## src/common/sac_pkg.sv

```systemverilog
package sac_pkg;
    // conversion and calibration intervals in ns, figures of our own
    localparam int CONV_TIME_NS = 400;
    localparam int CAL_TIME_NS = 2000;
    localparam int CLK_PERIOD_NS = 25;
    // both intervals round down to whole cycles, never below one cycle
    localparam int CONV_CYCLES = (CONV_TIME_NS / CLK_PERIOD_NS) < 1 ? 1 :
        (CONV_TIME_NS / CLK_PERIOD_NS);
    localparam int CAL_CYCLES = (CAL_TIME_NS / CLK_PERIOD_NS) < 1 ? 1 :
        (CAL_TIME_NS / CLK_PERIOD_NS);
    localparam int CNT_W = 16;
    localparam int DATA_W = 16;
    localparam logic [15:0] RESULT_RST = 16'h0000;

    typedef enum logic [1:0] {
        ST_IDLE = 2'b00,
        ST_CONV = 2'b01,
        ST_CAL = 2'b10,
        ST_RST = 2'b11
    } sac_state_type;
endpackage

```

## src/common/sac_cnt_if.sv

```systemverilog
interface sac_cnt_if;
    logic load;
    logic [15:0] count;
    logic done;
    modport ctrl (output load, output count, input done);
    modport timer (input load, input count, output done);
endinterface

```

## src/sac_control.sv

```systemverilog
module sac_control #(
    parameter int CONV_CYCLES = sac_pkg::CONV_CYCLES,
    parameter int CAL_CYCLES = sac_pkg::CAL_CYCLES
) (
    // clock and reset
    input wire logic clk_i,
    input wire logic rst_i,
    // control pins
    input wire logic reset_in_i,
    input wire logic power_down_in_i,
    input wire logic convert_start_n_i,
    input wire logic chip_select_n_i,
    input wire logic read_n_i,
    input wire logic int_reference_off_i,
    input wire logic ref_buffer_off_i,
    // result from the analog core
    input wire logic [15:0] core_result_i,
    // status and analog control
    output logic busy_o,
    output logic hold_o,
    output logic low_power_o,
    output logic int_reference_en_o,
    output logic ref_buffer_en_o,
    output logic ext_reference_needed_o,
    output logic ext_bandgap_mode_o,
    // result bus
    output logic [15:0] data_o,
    output logic data_oe_n_o
);
    sac_pkg::sac_state_type state_r;
    sac_pkg::sac_state_type state_nxt;
    logic convert_start_n_prev_r;
    logic reset_prev_r;
    logic [15:0] result_r;
    logic cnv_fall;
    logic rst_fall;
    logic start_ok;
    sac_cnt_if cnt ();

    // pins taken as synchronous, edges found against last sample
    assign cnv_fall = convert_start_n_prev_r && !convert_start_n_i;
    assign rst_fall = reset_prev_r && !reset_in_i;
    // pd checked only at idle so a running conversion completes
    assign start_ok = cnv_fall && (state_r == sac_pkg::ST_IDLE) && !power_down_in_i;

    always_comb begin
        state_nxt = state_r;
        cnt.load = 1'b0;
        cnt.count = 16'h0000;
        unique case (state_r)
            sac_pkg::ST_RST: begin
                if (rst_fall) begin
                    state_nxt = sac_pkg::ST_CAL;
                    cnt.load = 1'b1;
                    cnt.count = 16'(CAL_CYCLES);
                end
            end
            sac_pkg::ST_CAL: begin
                if (cnt.done) begin
                    state_nxt = sac_pkg::ST_IDLE;
                end
            end
            sac_pkg::ST_IDLE: begin
                if (start_ok) begin
                    state_nxt = sac_pkg::ST_CONV;
                    cnt.load = 1'b1;
                    cnt.count = 16'(CONV_CYCLES);
                end
            end
            sac_pkg::ST_CONV: begin
                if (cnt.done) begin
                    state_nxt = sac_pkg::ST_IDLE;
                end
            end
        endcase
        if (reset_in_i) begin
            state_nxt = sac_pkg::ST_RST;
        end
    end

    sac_timer u_timer (
        .clk_i(clk_i),
        .rst_i(rst_i),
        .abort_i(reset_in_i),
        .cnt(cnt)
    );

    always_ff @(posedge clk_i) begin
        if (rst_i) begin
            state_r <= sac_pkg::ST_IDLE;
            convert_start_n_prev_r <= 1'b1;
            reset_prev_r <= 1'b0;
        end else begin
            state_r <= state_nxt;
            convert_start_n_prev_r <= convert_start_n_i;
            reset_prev_r <= reset_in_i;
        end
    end

    // result latched as conversion ends; aborted ones keep the old value
    always_ff @(posedge clk_i) begin
        if (rst_i) begin
            result_r <= sac_pkg::RESULT_RST;
        end else if (state_r == sac_pkg::ST_CONV && cnt.done && !reset_in_i) begin
            result_r <= core_result_i;
        end
    end

    assign busy_o = (state_r == sac_pkg::ST_CONV) || (state_r == sac_pkg::ST_CAL);
    assign hold_o = (state_r == sac_pkg::ST_CONV);
    assign low_power_o = power_down_in_i && (state_r == sac_pkg::ST_IDLE);
    assign int_reference_en_o = !int_reference_off_i;
    assign ext_reference_needed_o = int_reference_off_i;
    assign ref_buffer_en_o = !ref_buffer_off_i;
    assign ext_bandgap_mode_o = int_reference_off_i && !ref_buffer_off_i;
    assign data_oe_n_o = chip_select_n_i || read_n_i;
    assign data_o = result_r;
endmodule // sac_control

```

## src/sac_timer.sv

```systemverilog
module sac_timer (
    // clock and reset
    input wire logic clk_i,
    input wire logic rst_i,
    // control
    input wire logic abort_i,
    sac_cnt_if.timer cnt
);
    logic [15:0] cnt_r;
    logic [15:0] cnt_nxt;
    logic run_r;

    assign cnt_nxt = cnt_r - 16'h0001;
    assign cnt.done = run_r && (cnt_r == 16'h0001);

    always_ff @(posedge clk_i) begin
        if (rst_i || abort_i) begin
            cnt_r <= 16'h0000;
            run_r <= 1'b0;
        end else if (cnt.load) begin
            cnt_r <= cnt.count;
            run_r <= 1'b1;
        end else if (run_r) begin
            cnt_r <= cnt_nxt;
            run_r <= (cnt_r != 16'h0001);
        end
    end
endmodule // sac_timer
```

## config.mk

```make
export PLATFORM = sky130hd
export DESIGN_NAME = sac_control
export DESIGN_NICKNAME = d
export VERILOG_FILES = /design/src/common/sac_pkg.sv /design/src/common/sac_cnt_if.sv /design/src/sac_control.sv /design/src/sac_timer.sv
export SDC_FILE = /design/constraint.sdc
export NUM_CORES = 1
export LEC_CHECK = 0
export BUFFER_PORTS_ARGS = -buffer_cell sky130_fd_sc_hd__buf_2
export CORE_MARGIN = 4
export CORE_UTILIZATION = 51
export DETAILED_ROUTE_END_ITERATION = 8
export HOLD_SLACK_MARGIN = 0.1
export PLACE_DENSITY = 0.78
export SLEW_MARGIN = 20
export SYNTH_ARGS = -nofsm -noshare
export SYNTH_HDL_FRONTEND = slang
export SYNTH_SLANG_ARGS = --single-unit
export TNS_END_PERCENT = 20
```

## constraint.sdc

```tcl
create_clock -name clk_i -period 1.9 [get_ports clk_i]
set_input_delay 0.475 -clock clk_i [delete_from_list [all_inputs] [get_ports clk_i]]
set_output_delay 0.475 -clock clk_i [all_outputs]
set_load 0.005 [all_outputs]
```

==> results.md <==
Yosys:
- The most instantiated flip-flop cell in the synthesis netlist is dfxtp_1.
- In this run, distinct cell masters in the synthesized netlist total 41.
- The cell area that synthesis handed to floorplanning was 0.00177 mm2.
- The synthesized netlist devotes 18.2% of its cell area to compound gates.
- Summing the areas of all xor and xnor instances in the mapped netlist gives 4.95% of the synthesized area.
- Measured against the total synthesized area, the mux share comes to 0%.
- The async set-reset flop share out of synthesis is 0%.
- Sequential cells were found to cover 41.8% of the synthesized design area.
- The fraction of post-synthesis cell area in the top cell type by area is 41.8%.
- After Yosys synthesis, and, or, nand and nor cells account for 25.9% of the synthesized area.
- In the post-synthesis netlist, the biggest area contributors are dfxtp_1 (42%), nand4_1 (7.1%), a21oi_1 (5.7%).
- The instance count of the mapped netlist is 204.
- The number of warnings issued by yosys is 0.
- The combinational family with the most area after synthesis is simple AND/OR/NAND/NOR gates.
- Counting instances in the post-synthesis netlist gives the leading cell types as dfxtp_1 (37), a21oi_1 (20), nand4_1 (20).
- Averaged over all synthesized cells, the footprint is 8.68 um2.
- Synthesis inferred 37 register bits.
- The leading area contributor after synthesis is dfxtp_1.
- The post-synthesis share of cell area spent on full adders, half adders and majority gates is 4.24%.
- The most frequent cell after synthesis is dfxtp_1.
- The number of enable-type register cells in the synthesized netlist is 0.
- The number of nets in the synthesized netlist is 235.

Timing:
- The max-slew violation count was 0.
- The fraction of the cycle the final worst path needs is 94.4%.
- For the finished layout, the period the worst path requires is 1.79 ns.
- The transition time of the tightest slew-check pin is 0.440 ns.
- The worst slew slack as a fraction of its limit is 70.6%.
- The final setup violation count is 0.
- Setup repair after global routing left no endpoint under its margin.
- Adding up every negative setup slack in the final design gives 0 ns.
- The final hold violation count came to 0.
- Across the routed clock network, the largest skew measured is 0.00713 ns.
- The highest clock rate is 0.557 GHz.

Critical path:
- The signal arrival time at the worst endpoint is 1.32 ns.
- In this run the critical register-to-register path is launched from u_timer.cnt_r[8].
- In this run the worst path has a maximum fanout of 5.
- The critical path is of the reg -> out type.
- The critical path launch point is state_r[0].
- At the worst endpoint, the required time is 1.42 ns.
- The critical path startpoint category is a flip-flop.
- The kind of end point of the critical path is a primary output.
- The number of cells on the worst reg-to-reg path is 4.

Pwr:
- For this design the static power due to leakage is 0.000895 uW.
- The power after layout is 1430 uW.
- The total power divided by cell area is 659 mW/mm2.
- VDD sags by at most 0.394 mV.

Layout:
- In the final design database the tool counted 287 nets.
- The growth of design area from synthesis to finish is 22.8%.
- The fraction of layout cells with a size suffix above 1 is 28.4%.
- The repair_antennas step left the layout with diodes totalling 0.

Placed design:
- In this run the tool buffered the top-level ports with 48 buffer cells.
- After legalization and detailed placement, the total HPWL measured 2940 um.
- The routability-driven placement congestion ratio is 0.810.

Clock tree:
- The clock tree from TritonCTS is built.
- CTS saw 37 sinks.
- The number of buffers added for setup after CTS is 0.
- The deepest clock path buffer count is 2.
- The number of H-tree levels is 2.
- The clock buffer count from CTS is 5.
- The clock root buffer master is clkbuf_4.
- The number of hold buffers added after CTS was 0.
- Clock-pin slew was measured on the worst setup and hold paths at 0.10 ns.
- The clock latency at the later pin of the worst-skew pair is 0.34 ns.

Floorplan:
- The area inside the core boundary is 0.00334 mm2.
- Row generation in the floorplan step produced 21 rows.
- The die covers 0.00448 mm2.
- 49 I/O pins were placed.
- The y dimension of the die is 66.9 um.
- The x dimension of the die is 66.9 um.
- The effective utilization at floorplan is 53.1%.

GRT:
- The most used routing layer is met2.
- The met3 demand-to-capacity share in global routing is 5.73%.
- The first global-routing pass estimated 6820 um of wire.
- The number of antenna violations at the first check in global routing came to 0.
- The number of global-route vias before repair is 1546.
- The residual overflow from global routing is 0.
- Entering global routing, the biggest net connects 21 pins.
- In the global route stage, overall resource usage came out at 19.9%.
- In the global route stage, met2 resource usage came out at 32.7%.
- The fraction of met1 tracks used by global routing is 24.2%.

Run:
- The tool flagged a number of max-cap violations equal to 0.

Routing:
- After detailed routing, the average wire length per cell comes to 13.2 um.
- The number of DRC violations after detailed routing is 0.
- The routed via count divided by cell count is 5.43.
- The total number of vias is 1644.
- For this block, the routed nets add up to 4010 um of wire.
- The first detailed-routing pass took 4 iterations.
- The remaining antenna violation count is 0.
- The number of violations reported at the end of detailed-routing iteration 0 is 83.

Run status:
- The run finished with clean final reports.

Worst hold path:
- In this run the worst hold path is classified as in -> reg.
- The number of cells on the worst hold path is 2.
- The critical hold path startpoint is convert_start_n_i.
## worst max-delay path, stage by stage (launching register included)
cell and delay, ns:
dfxtp_2 0.39, inv_1 0.05, ha_1 0.25, and2_1 0.17, buf_2 0.12
## registers in the layout (all words and copies together) (netlist names)
| signal | cells |
|---|---|
| convert_start_n_prev_r | 1 |
| reset_prev_r | 1 |
| state_r | 2 |
| data_o | 16 |
| u_timer.cnt_r | 16 |
| u_timer.run_r | 1 |
## path summary, 6_finish.rpt
path	end	slack [ns]
worst max register to register	u_timer.cnt_r[15]	0.20
worst min register to register	data_o[13]	0.47
worst min-delay path	convert_start_n_prev_r	0.35
worst max-delay path	low_power_o	0.11
## area by class of cell
cell class | count | area, um2
multi-input cells | 147 | 958
inverters | 7 | 26.3
clock buffers | 8 | 48.8
flip-flops and latches | 37 | 743
repair buffers | 58 | 340
fillers | 302 | 1160
well taps | 46 | 57.6
## per-stage QoR
stage / instances / hold slack, ns / setup WS [ns] / utilization (%) / area (um2)
floorplan: 204 / 0.448 / 0.224 / - / 1770
detailed placement: 295 / 0.461 / 0.0392 / 63.2 / 2110
CTS: 303 / 0.334 / 0.0127 / 64.7 / 2160
global placement: 295 / 0.455 / 0.188 / 63.2 / 2110
finish: 303 / 0.347 / 0.106 / 65.2 / 2170
global route: 303 / 0.348 / 0.0139 / 65.2 / 2170
## cell usage in the layout (no fill, tap or decap), drive strengths merged, types with 2 or more instances in the layout
cell	Yosys	final
nand2	6	6
o21a	2	2
a21oi	20	20
or2	3	3
nor4	2	2
and2	3	3
o41ai	3	3
a211oi	5	5
or3b	2	2
or4	2	2
buf	8	58
o21ai	18	18
nand4	20	20
a21boi	4	4
ha	6	6
nand3	2	2
clkbuf	5	8
inv	7	7
xnor2	5	5
nor2b	2	2
nor2	18	18
or3	2	2
nor3	5	5
xor2	5	5
dfxtp	37	37
nor4b	3	3
## cell families (layout without fill, tap and decap cells)
family          count (synthesis)  after routing
fa+ha+maj                       6              6
simple gates                   76             76
flops                          37             37
xor+xnor                       10             10
compound gates                 55             55
buf+inv                        20             73
## layer usage
| metal | vias to the layer above | share of wire (%) |
|---|---|---|
| met5 | - | 0 |
| met4 | 0 | 1.6 |
| met3 | 7 | 5.3 |
| met2 | 32 | 48 |
| met1 | 758 | 45 |
| li1 | 847 | - |
## timing repair
item / in CTS / in global routing
gates resized for setup: 0 / 4
endpoints found under the hold margin: 0 / 0
setup endpoints to repair: 0 / 20
## report_power, final
| group | leakage, uW | switching (uW) | internal, uW |
|---|---|---|---|
| registers | 0.000300 | 18.8 | 792 |
| logic | 0.000568 | 124 | 106 |
| clock network | 0.0000265 | 246 | 148 |
No activity file was read; power rests on OpenSTA's default activity.
